[config.mk]
export PLATFORM = sky130hd
export DESIGN_NAME = standby_ctrl_flat
export DESIGN_NICKNAME = d
export VERILOG_FILES = /design/src/shared/standby_pkg.sv /design/src/shared/standby_if.sv /design/src/hw/osc_wait_timer.sv /design/src/hw/standby_ctrl.sv /design/src/flat_wrapper.sv
export VERILOG_INCLUDE_DIRS = /design/src /design/src/shared
export SDC_FILE = /design/constraint.sdc
export NUM_CORES = 1
export LEC_CHECK = 0
export BUFFER_PORTS_ARGS = -buffer_cell sky130_fd_sc_hd__buf_4
export CAP_MARGIN = 40
export CORE_AREA = 4 4 84 86
export DETAILED_ROUTE_END_ITERATION = 10
export DIE_AREA = 0 0 88 90
export RECOVER_POWER = 50
export SYNTH_ARGS = -nofsm -noshare
export SYNTH_HDL_FRONTEND = slang
export SYNTH_SLANG_ARGS = --single-unit
export TNS_END_PERCENT = 5
[constraint.sdc]
create_clock -name ref_clk -period 2.7 [get_ports ref_clk]
set_clock_uncertainty 0.1 [all_clocks]
set_input_delay 0.27 -clock ref_clk [delete_from_list [all_inputs] [get_ports ref_clk]]
set_output_delay 0.27 -clock ref_clk [all_outputs]
set_load 0.01 [all_outputs]
[src/shared/standby_regs.svh]
// Purpose: Named constants for the standby controller and its CPU port
// Assumes: Included by bare name from package and design files
// Notes:   Definitions only; no logic lives here
`ifndef STANDBY_REGS_SVH
`define STANDBY_REGS_SVH

// ----------------------------------------------------------------
// Processor clock control register layout
// ----------------------------------------------------------------
`define PCC_STOP_BIT    3
`define PCC_HALT_BIT    2
`define PCC_SEL_MSB     1
`define PCC_RESET       4'h0

// ----------------------------------------------------------------
// Oscillation wait selection (main-clock periods)
// ----------------------------------------------------------------
`define WAIT_CODE_20    3'h0
`define WAIT_CODE_17    3'h3
`define WAIT_CODE_15    3'h5
`define WAIT_CODE_13    3'h7
`define WAIT_CYC_20     21'h10_0000
`define WAIT_CYC_17     21'h02_0000
`define WAIT_CYC_15     21'h00_8000
`define WAIT_CYC_13     21'h00_2000
`define WAIT_W          21

// ----------------------------------------------------------------
// CPU port: clock switch settling and vector delay
// ----------------------------------------------------------------
`define CLK_SWITCH_CYC  4'h8
`define VEC_DELAY       2'h2

// ----------------------------------------------------------------
// Wishbone register map (byte addresses) and fields
// ----------------------------------------------------------------
`define REG_CTRL        5'h00
`define REG_CMD         5'h04
`define REG_IRQ_REQ     5'h08
`define REG_IRQ_EN      5'h0C
`define REG_STATUS      5'h10
`define CTRL_IME        0
`define CTRL_BTM_LSB    1
`define CTRL_SUBCLK     4
`define CTRL_MAINRUN    5
`define CTRL_SEL_LSB    6
`define CMD_STOP        0
`define CMD_HALT        1
`define CTRL_RESET      8'h20
`define IRQ_RESET       8'h00

`endif

[src/shared/standby_pkg.sv]
// Purpose: Types shared by the standby controller and its CPU port
// Assumes: standby_regs.svh supplies the widths
// Notes:   All module state is held in the structs below
`include "standby_regs.svh"

package standby_pkg;

	// ----------------------------------------------------------------
	// Standby states
	// ----------------------------------------------------------------
	typedef enum logic [1:0] {
		SB_RUN,
		SB_HALT,
		SB_STOP,
		SB_WAIT
	} sb_state_e;

	// ----------------------------------------------------------------
	// State records
	// ----------------------------------------------------------------
	typedef struct packed {
		sb_state_e        st;
		logic [3:0]       processor_clock_control_reg;
		logic [3:0]       s1;
		logic [3:0]       s2;
		logic [3:0]       prev;
		logic [3:0]       edges;
		logic             resume;
		logic             resume_vec;
		logic             wait_go;
		logic             osc_gnd;
	} dev_s;

	typedef struct packed {
		logic             busy;
		logic [`WAIT_W-1:0] cnt;
	} wait_s;

	typedef struct packed {
		logic             ack;
		logic [31:0]      dat;
		logic [7:0]       ctrl;
		logic [7:0]       req;
		logic [7:0]       en;
		logic [3:0]       sw_cnt;
		logic [1:0]       cmd;
		logic             busy;
		logic             nop;
		logic             clk_wr;
		logic             stop_go;
		logic             halt_go;
		logic [1:0]       vec_cnt;
		logic             vector;
	} cpu_s;

endpackage

[src/shared/standby_if.sv]
// Purpose: Link between the CPU port and the standby controller
// Assumes: Both ends run on the same ref_clk
// Notes:   Pulses last one ref_clk cycle
`timescale 1ns/10ps

interface standby_if;
	logic       stop_exec;    // Stop instruction executed
	logic       halt_exec;    // Halt instruction executed
	logic       clk_sel_wr;   // Low clock-select bits rewritten
	logic [1:0] clk_sel;
	logic       on_subclk;    // CPU runs from subsystem clock
	logic       main_run;     // Main oscillator enabled by software
	logic       pend_any;     // Some request with its enable set
	logic       interrupt_master_enable;          // Interrupt master enable
	logic [2:0] wait_sel;     // Interval timer mode wait field
	logic [3:0] processor_clock_control_reg;          // Processor clock control value
	logic       cpu_clk_en;
	logic       resume;       // Standby left by interrupt
	logic       resume_vector;
	logic [3:0] ext_edge;     // Ext irq edges: zero, one, two, four

	modport dev (
		input  stop_exec, halt_exec, clk_sel_wr, clk_sel, on_subclk,
		input  main_run, pend_any, interrupt_master_enable, wait_sel,
		output processor_clock_control_reg, cpu_clk_en, resume, resume_vector, ext_edge
	);
	modport cpu (
		output stop_exec, halt_exec, clk_sel_wr, clk_sel, on_subclk,
		output main_run, pend_any, interrupt_master_enable, wait_sel,
		input  processor_clock_control_reg, cpu_clk_en, resume, resume_vector, ext_edge
	);
endinterface

[src/hw/osc_wait_timer.sv]
// Purpose: Counts the oscillation settling wait after a stop release
// Assumes: Runs on the main clock, start is a one-cycle pulse
// Notes:   Prohibited codes fall back to the longest wait
`timescale 1ns/10ps
`include "standby_regs.svh"

module osc_wait_timer
	import standby_pkg::*;
#(
	parameter logic [`WAIT_W-1:0] CYC_20 = `WAIT_CYC_20,
	parameter logic [`WAIT_W-1:0] CYC_17 = `WAIT_CYC_17,
	parameter logic [`WAIT_W-1:0] CYC_15 = `WAIT_CYC_15,
	parameter logic [`WAIT_W-1:0] CYC_13 = `WAIT_CYC_13
) (
	input  wire logic       ref_clk,
	input  wire logic       resetn,
	input  wire logic       ce,
	input  wire logic       start,
	input  wire logic [2:0] code,
	output logic            done
);

	// Longest wait is the safe answer to a bad code
	function automatic logic [`WAIT_W-1:0] wait_len(input logic [2:0] c);
		case (c)
			`WAIT_CODE_17: wait_len = CYC_17;
			`WAIT_CODE_15: wait_len = CYC_15;
			`WAIT_CODE_13: wait_len = CYC_13;
			default:       wait_len = CYC_20;
		endcase
	endfunction

	wait_s q, d;

	// Load on start, count down to one
	always_comb begin
		d = q;
		done = q.busy && (q.cnt == `WAIT_W'(1));
		if (start) begin
			d.busy = 1'b1;
			d.cnt  = wait_len(code);
		end else if (done) begin
			d.busy = 1'b0;
		end else if (q.busy) begin
			d.cnt = q.cnt - `WAIT_W'(1);
		end
	end

	always_ff @(posedge ref_clk or negedge resetn) begin
		if (!resetn)
			q <= '0;
		else if (ce)
			q <= d;
	end

endmodule

[src/hw/standby_ctrl.sv]
// Purpose: Stop/halt standby controller gating CPU and peripheral clocks
// Assumes: ref_clk is the main system clock; ext irq pins are async
// Notes:   Register contents are kept by gating enables, never by reset
//
// Our own choices: the Wishbone slave port and the register offsets.
`timescale 1ns/10ps
`include "standby_regs.svh"

module standby_ctrl
	import standby_pkg::*;
#(
	parameter logic [`WAIT_W-1:0] CYC_20 = `WAIT_CYC_20,
	parameter logic [`WAIT_W-1:0] CYC_17 = `WAIT_CYC_17,
	parameter logic [`WAIT_W-1:0] CYC_15 = `WAIT_CYC_15,
	parameter logic [`WAIT_W-1:0] CYC_13 = `WAIT_CYC_13
) (
	input  wire logic ref_clk,
	input  wire logic resetn,
	input  wire logic ce,
	standby_if.dev    link,
	input  wire logic ext_irq_zero,
	input  wire logic ext_irq_one,
	input  wire logic ext_irq_two,
	input  wire logic ext_irq_four,
	input  wire logic serial0_ext_sel,
	input  wire logic serial1_ext_sel,
	input  wire logic event_ext_sel,
	input  wire logic watch_sub_sel,
	output logic      main_osc_en,
	output logic      main_osc_input_gnd,
	output logic      interval_timer_en,
	output logic      serial0_en,
	output logic      serial1_en,
	output logic      event_counter_en,
	output logic      watch_timer_en,
	output logic      converter_en,
	output logic      pulse_gen_en,
	output logic      standby_active
);

	// ----------------------------------------------------------------
	// State and helpers
	// ----------------------------------------------------------------
	dev_s q, d;
	logic wait_done;

	// Peripheral enable: stop keeps only externally clocked units,
	// everything else follows the main clock
	function automatic logic periph_run(
		input sb_state_e st,
		input logic      stop_ok,
		input logic      main_ok
	);
		if (st == SB_STOP)
			periph_run = stop_ok;
		else
			periph_run = main_ok;
	endfunction

	// ----------------------------------------------------------------
	// Oscillation wait counter
	// ----------------------------------------------------------------
	// Started on the way out of stop, also when stop met a pending
	// request and the part sat in halt instead
	osc_wait_timer #(
		.CYC_20 (CYC_20),
		.CYC_17 (CYC_17),
		.CYC_15 (CYC_15),
		.CYC_13 (CYC_13)
	) u_wait (
		.ref_clk (ref_clk),
		.resetn  (resetn),
		.ce      (ce),
		.start   (q.wait_go),
		.code    (link.wait_sel),
		.done    (wait_done)
	);

	// ----------------------------------------------------------------
	// Next-state logic
	// ----------------------------------------------------------------
	always_comb begin
		d            = q;
		d.resume     = 1'b0;
		d.wait_go    = 1'b0;

		// Pins pass two flops before anything looks at them
		d.s1   = {ext_irq_four, ext_irq_two, ext_irq_one, ext_irq_zero};
		d.s2   = q.s1;
		d.prev = q.s2;
		d.edges = q.s2 & ~q.prev;
		if (q.st != SB_RUN)
			d.edges[0] = 1'b0;

		// Clock select bits take their new value at once; the CPU
		// side owns the settling time after it
		if (link.clk_sel_wr)
			d.processor_clock_control_reg[`PCC_SEL_MSB:0] = link.clk_sel;

		case (q.st)
			SB_RUN: begin
				// Stop is refused while running on the subclock
				if (link.stop_exec && !link.on_subclk) begin
					d.processor_clock_control_reg[`PCC_STOP_BIT] = 1'b1;
					if (link.pend_any) begin
						// Oscillator never stops; sit in halt and wait
						d.st      = SB_WAIT;
						d.wait_go = 1'b1;
					end else begin
						d.st      = SB_STOP;
						d.osc_gnd = 1'b1;
					end
				end else if (link.halt_exec) begin
					d.processor_clock_control_reg[`PCC_HALT_BIT] = 1'b1;
					d.st                 = SB_HALT;
				end
			end
			SB_HALT: begin
				// A request pending at entry ends halt next cycle
				if (link.pend_any) begin
					d.st                 = SB_RUN;
					d.processor_clock_control_reg[`PCC_HALT_BIT] = 1'b0;
					d.resume             = 1'b1;
					d.resume_vec         = link.interrupt_master_enable;
				end
			end
			SB_STOP: begin
				// Restart oscillator, then settle before the CPU runs
				if (link.pend_any) begin
					d.st      = SB_WAIT;
					d.osc_gnd = 1'b0;
					d.wait_go = 1'b1;
				end
			end
			SB_WAIT: begin
				if (wait_done) begin
					d.st                 = SB_RUN;
					d.processor_clock_control_reg[`PCC_STOP_BIT] = 1'b0;
					d.resume             = 1'b1;
					d.resume_vec         = link.interrupt_master_enable;
				end
			end
			default: begin
				d.st = SB_RUN;
			end
		endcase
	end

	// ----------------------------------------------------------------
	// State register
	// ----------------------------------------------------------------
	// Reset is the only path that clears state, so a reset in
	// standby runs the ordinary reset sequence
	always_ff @(posedge ref_clk or negedge resetn) begin
		if (!resetn) begin
			q     <= '0;
			q.st  <= SB_RUN;
			q.processor_clock_control_reg <= `PCC_RESET;
		end else if (ce) begin
			q <= d;
		end
	end

	// ----------------------------------------------------------------
	// Link outputs
	// ----------------------------------------------------------------
	// CPU clock only in run; nothing else is touched, so registers,
	// memory and port latches simply hold
	assign link.cpu_clk_en    = (q.st == SB_RUN);
	assign link.processor_clock_control_reg           = q.processor_clock_control_reg;
	assign link.resume        = q.resume;
	assign link.resume_vector = q.resume_vec;
	assign link.ext_edge      = q.edges;

	// ----------------------------------------------------------------
	// Clock generator and peripheral enables
	// ----------------------------------------------------------------
	// Oscillator runs in the wait state too, which is how a pending
	// stop behaves like halt
	assign main_osc_en        = (q.st != SB_STOP);
	assign main_osc_input_gnd = q.osc_gnd;
	assign standby_active     = (q.st != SB_RUN);

	// Halt and wait need the main clock; stop allows external clocks
	assign interval_timer_en = periph_run(q.st, 1'b0,
		link.main_run);
	assign serial0_en = periph_run(q.st, serial0_ext_sel,
		link.main_run);
	assign serial1_en = periph_run(q.st, serial1_ext_sel,
		link.main_run);
	assign event_counter_en = periph_run(q.st, event_ext_sel,
		link.main_run);
	assign converter_en = periph_run(q.st, 1'b0,
		link.main_run);
	assign pulse_gen_en = periph_run(q.st, 1'b0,
		link.main_run);

	// Watch timer has its own subclock, so halt never stops it
	assign watch_timer_en = periph_run(q.st, watch_sub_sel,
		1'b1);

endmodule

[src/flat_wrapper.sv]
// flat-port wrapper written by rule: the top's interface ports become plain ports
module standby_ctrl_flat import standby_pkg::*;
#(
	parameter logic [`WAIT_W-1:0] CYC_20 = `WAIT_CYC_20,
	parameter logic [`WAIT_W-1:0] CYC_17 = `WAIT_CYC_17,
	parameter logic [`WAIT_W-1:0] CYC_15 = `WAIT_CYC_15,
	parameter logic [`WAIT_W-1:0] CYC_13 = `WAIT_CYC_13
)
  (ref_clk, resetn, ce, ext_irq_zero, ext_irq_one, ext_irq_two, ext_irq_four, serial0_ext_sel, serial1_ext_sel, event_ext_sel, watch_sub_sel, main_osc_en, main_osc_input_gnd, interval_timer_en, serial0_en, serial1_en, event_counter_en, watch_timer_en, converter_en, pulse_gen_en, standby_active, link_stop_exec, link_halt_exec, link_clk_sel_wr, link_clk_sel, link_on_subclk, link_main_run, link_pend_any, link_interrupt_master_enable, link_wait_sel, link_processor_clock_control_reg, link_cpu_clk_en, link_resume, link_resume_vector, link_ext_edge);
  standby_if link_i ();
  input  wire logic ref_clk;
  input  wire logic resetn;
  input  wire logic ce;
  input  wire logic ext_irq_zero;
  input  wire logic ext_irq_one;
  input  wire logic ext_irq_two;
  input  wire logic ext_irq_four;
  input  wire logic serial0_ext_sel;
  input  wire logic serial1_ext_sel;
  input  wire logic event_ext_sel;
  input  wire logic watch_sub_sel;
  output logic main_osc_en;
  output logic main_osc_input_gnd;
  output logic interval_timer_en;
  output logic serial0_en;
  output logic serial1_en;
  output logic event_counter_en;
  output logic watch_timer_en;
  output logic converter_en;
  output logic pulse_gen_en;
  output logic standby_active;
  input wire logic [$bits(link_i.stop_exec)-1:0] link_stop_exec;
  input wire logic [$bits(link_i.halt_exec)-1:0] link_halt_exec;
  input wire logic [$bits(link_i.clk_sel_wr)-1:0] link_clk_sel_wr;
  input wire logic [$bits(link_i.clk_sel)-1:0] link_clk_sel;
  input wire logic [$bits(link_i.on_subclk)-1:0] link_on_subclk;
  input wire logic [$bits(link_i.main_run)-1:0] link_main_run;
  input wire logic [$bits(link_i.pend_any)-1:0] link_pend_any;
  input wire logic [$bits(link_i.interrupt_master_enable)-1:0] link_interrupt_master_enable;
  input wire logic [$bits(link_i.wait_sel)-1:0] link_wait_sel;
  output wire logic [$bits(link_i.processor_clock_control_reg)-1:0] link_processor_clock_control_reg;
  output wire logic [$bits(link_i.cpu_clk_en)-1:0] link_cpu_clk_en;
  output wire logic [$bits(link_i.resume)-1:0] link_resume;
  output wire logic [$bits(link_i.resume_vector)-1:0] link_resume_vector;
  output wire logic [$bits(link_i.ext_edge)-1:0] link_ext_edge;
  assign link_i.stop_exec = link_stop_exec;
  assign link_i.halt_exec = link_halt_exec;
  assign link_i.clk_sel_wr = link_clk_sel_wr;
  assign link_i.clk_sel = link_clk_sel;
  assign link_i.on_subclk = link_on_subclk;
  assign link_i.main_run = link_main_run;
  assign link_i.pend_any = link_pend_any;
  assign link_i.interrupt_master_enable = link_interrupt_master_enable;
  assign link_i.wait_sel = link_wait_sel;
  assign link_processor_clock_control_reg = link_i.processor_clock_control_reg;
  assign link_cpu_clk_en = link_i.cpu_clk_en;
  assign link_resume = link_i.resume;
  assign link_resume_vector = link_i.resume_vector;
  assign link_ext_edge = link_i.ext_edge;
  standby_ctrl #(.CYC_20(CYC_20), .CYC_17(CYC_17), .CYC_15(CYC_15), .CYC_13(CYC_13)) u_core (.ref_clk(ref_clk), .resetn(resetn), .ce(ce), .link(link_i), .ext_irq_zero(ext_irq_zero), .ext_irq_one(ext_irq_one), .ext_irq_two(ext_irq_two), .ext_irq_four(ext_irq_four), .serial0_ext_sel(serial0_ext_sel), .serial1_ext_sel(serial1_ext_sel), .event_ext_sel(event_ext_sel), .watch_sub_sel(watch_sub_sel), .main_osc_en(main_osc_en), .main_osc_input_gnd(main_osc_input_gnd), .interval_timer_en(interval_timer_en), .serial0_en(serial0_en), .serial1_en(serial1_en), .event_counter_en(event_counter_en), .watch_timer_en(watch_timer_en), .converter_en(converter_en), .pulse_gen_en(pulse_gen_en), .standby_active(standby_active));
endmodule
Yosys cells after proc, flatten, opt, wreduce, memory -nomap -nowiden. Cells that the tools add are included.

Register bits after elaboration: 48. Output and inout bits: 21.

Add/subtract/negate cells: 1. Equal/unequal tests: 17. Multiplexer cells: 32. Bitwise gates (word level): 2. Reductions and logical operators: 19.

Operators with widths (number): one-hot mux 21 bit (3 select lines) (1); 2-to-1 mux 21 bit (2); 2-to-1 mux 22 bit (1); equality test 21 x 1 -> 1 bit, second input constant (1); subtractor 21 x 1 -> 21 bit, second input constant (1); 2-to-1 mux 2 bit (8); AND reduction 5 bit (3); 2-to-1 mux 1 bit (14); inequality test 2 bit, second input constant (7); nonzero test 2 bit (7); one-hot mux 2 bit (2 select lines) (2); one-hot mux 2 bit (4 select lines) (1); AND reduction 4 bit (2); equality test 3 bit, second input constant (2); AND 4 bit (1); equality test 2 bit, second input constant (2); inequality test 2 x 1 -> 1 bit, second input constant (2); inverter 4 bit (1); one-hot mux 1 bit (2 select lines) (2); AND reduction 2 bit (2); equality test 3 x 2 -> 1 bit, second input constant (1); 2-to-1 mux 3 bit (1); inequality test 3 x 2 -> 1 bit, second input constant (1); AND reduction 3 bit (1); other kinds (4) (5).

Longest topological paths before layout.
Word-level depth: 4. Mapped depth: 6.

Cells and area by module. From an unflattened synthesis, not the netlist that was laid out.

Cell total of the unflattened synthesis: 259. Area, all modules: 2646.3 um2.

Modules (own cells, without submodules): osc_wait_timer (times used 1, cells each 153, area an instance 1436.4 um2, seq. area each 550.5 um2); standby_ctrl (times used 1, cells each 106, area an instance 1209.9 um2, seq. area each 650.6 um2).

Least setup slack after synthesis. OpenSTA, ideal clock, no wires.

Path kind: reg-to-reg. Start: register u_core.u_wait.q[2] (netlist bit). End: register u_core.u_wait.q[11] (netlist bit). Library setup time: 0.078 ns. Arrival time: 2.299 ns. Required time: 2.522 ns. Setup slack: 0.223 ns. Cell stages (with the launch flop): 7. Path buffers: 1. Period minus slack after synthesis: 2.477 ns. Cells stage by stage: dfrtp_1 buf_6 or4_4 or3_4 or3_4 or4_1 a21oi_1.

Longest elaborated chain between the ends: 4.

RTL lines: start: declaration (line osc_wait_timer.sv:33) `wait_s q, d;`; start signal: assignment (line osc_wait_timer.sv:51) `q <= '0;`; start signal: assignment (line osc_wait_timer.sv:53) `q <= d;`; subtractor 21 x 1 -> 21 bit / equality test 21 x 1 -> 1 bit (equally long branches) (line osc_wait_timer.sv:45, osc_wait_timer.sv:38); 2-to-1 mux 21 bit / logical AND 1 bit (equally long branches) (line osc_wait_timer.sv:44, osc_wait_timer.sv:38); 2-to-1 mux 21 bit / inequality test 2 x 1 -> 1 bit (equally long branches); 2-to-1 mux 22 bit / AND reduction 3 bit (equally long branches).

Several ways; a longest one is shown, not always the timed one. The select of a mux whose other input is x is not followed. A chain may end at the register's enable or synchronous reset.

Worst setup path after layout. Same ends and word-level chain as after synthesis.

==> impl_metrics.yaml <==
status:
  status: "completed"
worst_setup_path:
  worstPathArrival_ns: 2.71
  crit_type: "register to register"
  start_kind: "register"
  worstSetupEndpointType: "register"
  required_ns: 2.83
  crit_path_max_fanout: 8
die:
  start_util_pct: 39.8
  rows: 29
  io_pins: 44
  die_h_um: 90
  fp.dieW_um: 88
  core_um2: 6280
  dieArea_um2: 7920
cells_and_area:
  drive_gt1_share_pct: 27.3
  nets: 317
  nFillCells: 628
  diodes: 0
  area_growth_pct: 18.4
  top_register: "u_core.u_wait.q"
  largest_register_ffs: 22
clock_network:
  cts_buffers: 5
  tritoncts: "built"
  cts_resized: 0
  worstSkewPairLatency_ns: 0.30
  clock_path_buffers: 2
  clkTransAtPathRegs_ns: 0.10
  cts_root_buffer: "clkbuf_8"
  cts_sinks: 48
  h-tree-depth: 2
  post-cts-setup-buffers: 0
global_route:
  grt_pass1_wl_um: 9140
  antenna_found_initial: 0
  grt_max_degree: 49
  first_global_vias: 1931
  grt_use_total_pct: 14.1
  grt-ovfl-total: 0
power:
  finalPower_uw: 2610
  power.leakage_uw: 0.00129
  power_density_nw_per_um2: 882
  irDropWorstVdd_v: 0.000352
synthesis:
  synth_top_area_share_pct: 48.1
  synth_nets: 280
  async_flop_share_pct: 100
  syn_avg_cell_area_um2: 9.79
  post-synth-top-count-cell: "dfrtp_1"
  syn_area_um2: 2500
  ys_top_cells_by_area: "dfrtp_1, mux2_2, o21ai_0"
  yosysSeqAreaShare_pct: 48.1
  yosys_warnings: 0
  synth_seq_cells: 48
  yosys.area.top_type: "dfrtp_1"
  ys.flop_type: "dfrtp_1"
  synth_common_cells: "dfrtp_1, o21ai_0, nand2_1, a21oi_1"
  ys_types: 43
  synthCells: 255
  synth_enable_flop_cells: 0
sta:
  whs_ns: 0.0864
  rsz0062_at_grt: "false"
  relSlewSlack_pct: 20.6
  max_freq_mhz: 387
  finalSetupTns_ns: 0
  tightest_slew_ns: 1.19
  fin_crit_sh_pct: 95.6
  hold_violations: 0
  finalWorstSetupSlack_ns: 0.118
  finalSetupViolCount: 0
  min_period_ns: 2.58
  slew_viol_final: 0
routing:
  via_per_inst: 5.35
  wl_per_cell_um: 14.4
  wl_um: 5330
  drtIter0Drc: 54
  first_pass_iters: 4
  postRouteAntennaNets: 0
  vias: 1981
  drc: 0
min_path:
  hold_class: "primary input to register"
placement:
  dp_slack_ns: 0.167
  place_congestion: 0.770
  dp_hpwl_um: 3770
  port_buffers: 43
job:
  cap_violations: 0
==> routing by layer <==
metal	GRT usage, %	part of all wire (%)
met2	21.9	48
met4	4.60	1.3
met1	19.2	47
met5	0	0
met3	3.20	3.3
==> path summary, 6_finish.rpt <==
kind                            slack [ns]  cells after the start          startpoint                 endpoint
worst max-delay path                  0.12                      5  u_core.u_wait.q[2]      u_core.u_wait.q[11]
worst min-delay path                  0.09                      2         ext_irq_one             u_core.d[13]
worst max register to register        0.12                      5  u_core.u_wait.q[2]      u_core.u_wait.q[11]
worst min register to register        0.35                      1        u_core.q[11]  u_core.link.ext_edge[3]
max in group asynchronous             1.14                      2              resetn      u_core.u_wait.q[18]
min in group asynchronous             0.64                      2              resetn             u_core.d[10]
==> layout by cell type, fill, tap and decap left out, types with 5 or more instances in the layout <==
cell type | Yosys | final
dfrtp_1 | 48 | 48
buf_4 | 10 | 46
o21ai_0 | 20 | 20
nand2_1 | 18 | 18
a21oi_1 | 16 | 16
inv_1 | 14 | 14
mux2_2 | 14 | 14
nor2_1 | 13 | 13
nor3_1 | 9 | 9
nand3_1 | 7 | 7
o31ai_1 | 7 | 7
nor2b_1 | 5 | 5
nor4_1 | 5 | 5
clkbuf_8 | 0 | 5
==> power breakdown <==
group          total, uW  leakage (uW)  internal (uW)  switching (uW)
sequential          1150      0.000590            924             228
combinational        919      0.000645            441             478
clock                534     0.0000548            279             255
==> critical path, stage by stage, from the launching register on <==
cell and delay (ns):
dfrtp_1 0.47, or4_4 0.59, or3_4 0.36, or3_4 0.35, or4_1 0.46, a21oi_1 0.16
==> area by class of cell <==
type,count,area [um^2],area share [%]
inverters,14,52.6,1.78
flip-flops and latches,48,1200,40.6
multi-input cells,173,1120,38.0
well taps,77,96.3,3.26
clock inverters,3,46.3,1.57
clock buffers,5,68.8,2.33
repair buffers,50,368,12.4
==> repair_timing <==
item / CTS / global route
hold buffers: 1 / 0
setup endpoints to repair: 0 / 0
endpoints found under the hold margin: 48 / 0
==> metrics by stage <==
step	util (%)	instances	cell area (um^2)
floorplan	-	255	2500
global placement	45.2	361	2840
detailed placement	45.2	361	2840
CTS	47.2	370	2970
global route	47.1	370	2960
finish	47.1	370	2960
==> cell families (layout without fill, tap and decap cells) <==
kind of cell | count (synthesis) | count (layout) | share of synthesized area [%]
multiplexers | 14 | 14 | 6.32
AO/OA/AOI/OAI | 62 | 62 | 15.3
adder cells (fa/ha/maj) | 2 | 2 | 1.00
XOR/XNOR | 6 | 6 | 2.11
flip-flops | 48 | 48 | 48.1
AND/OR/NAND/NOR | 89 | 89 | 20.3
buffers and inverters | 34 | 72 | 6.92
Note: power is estimated with default switching activity, not from simulation.
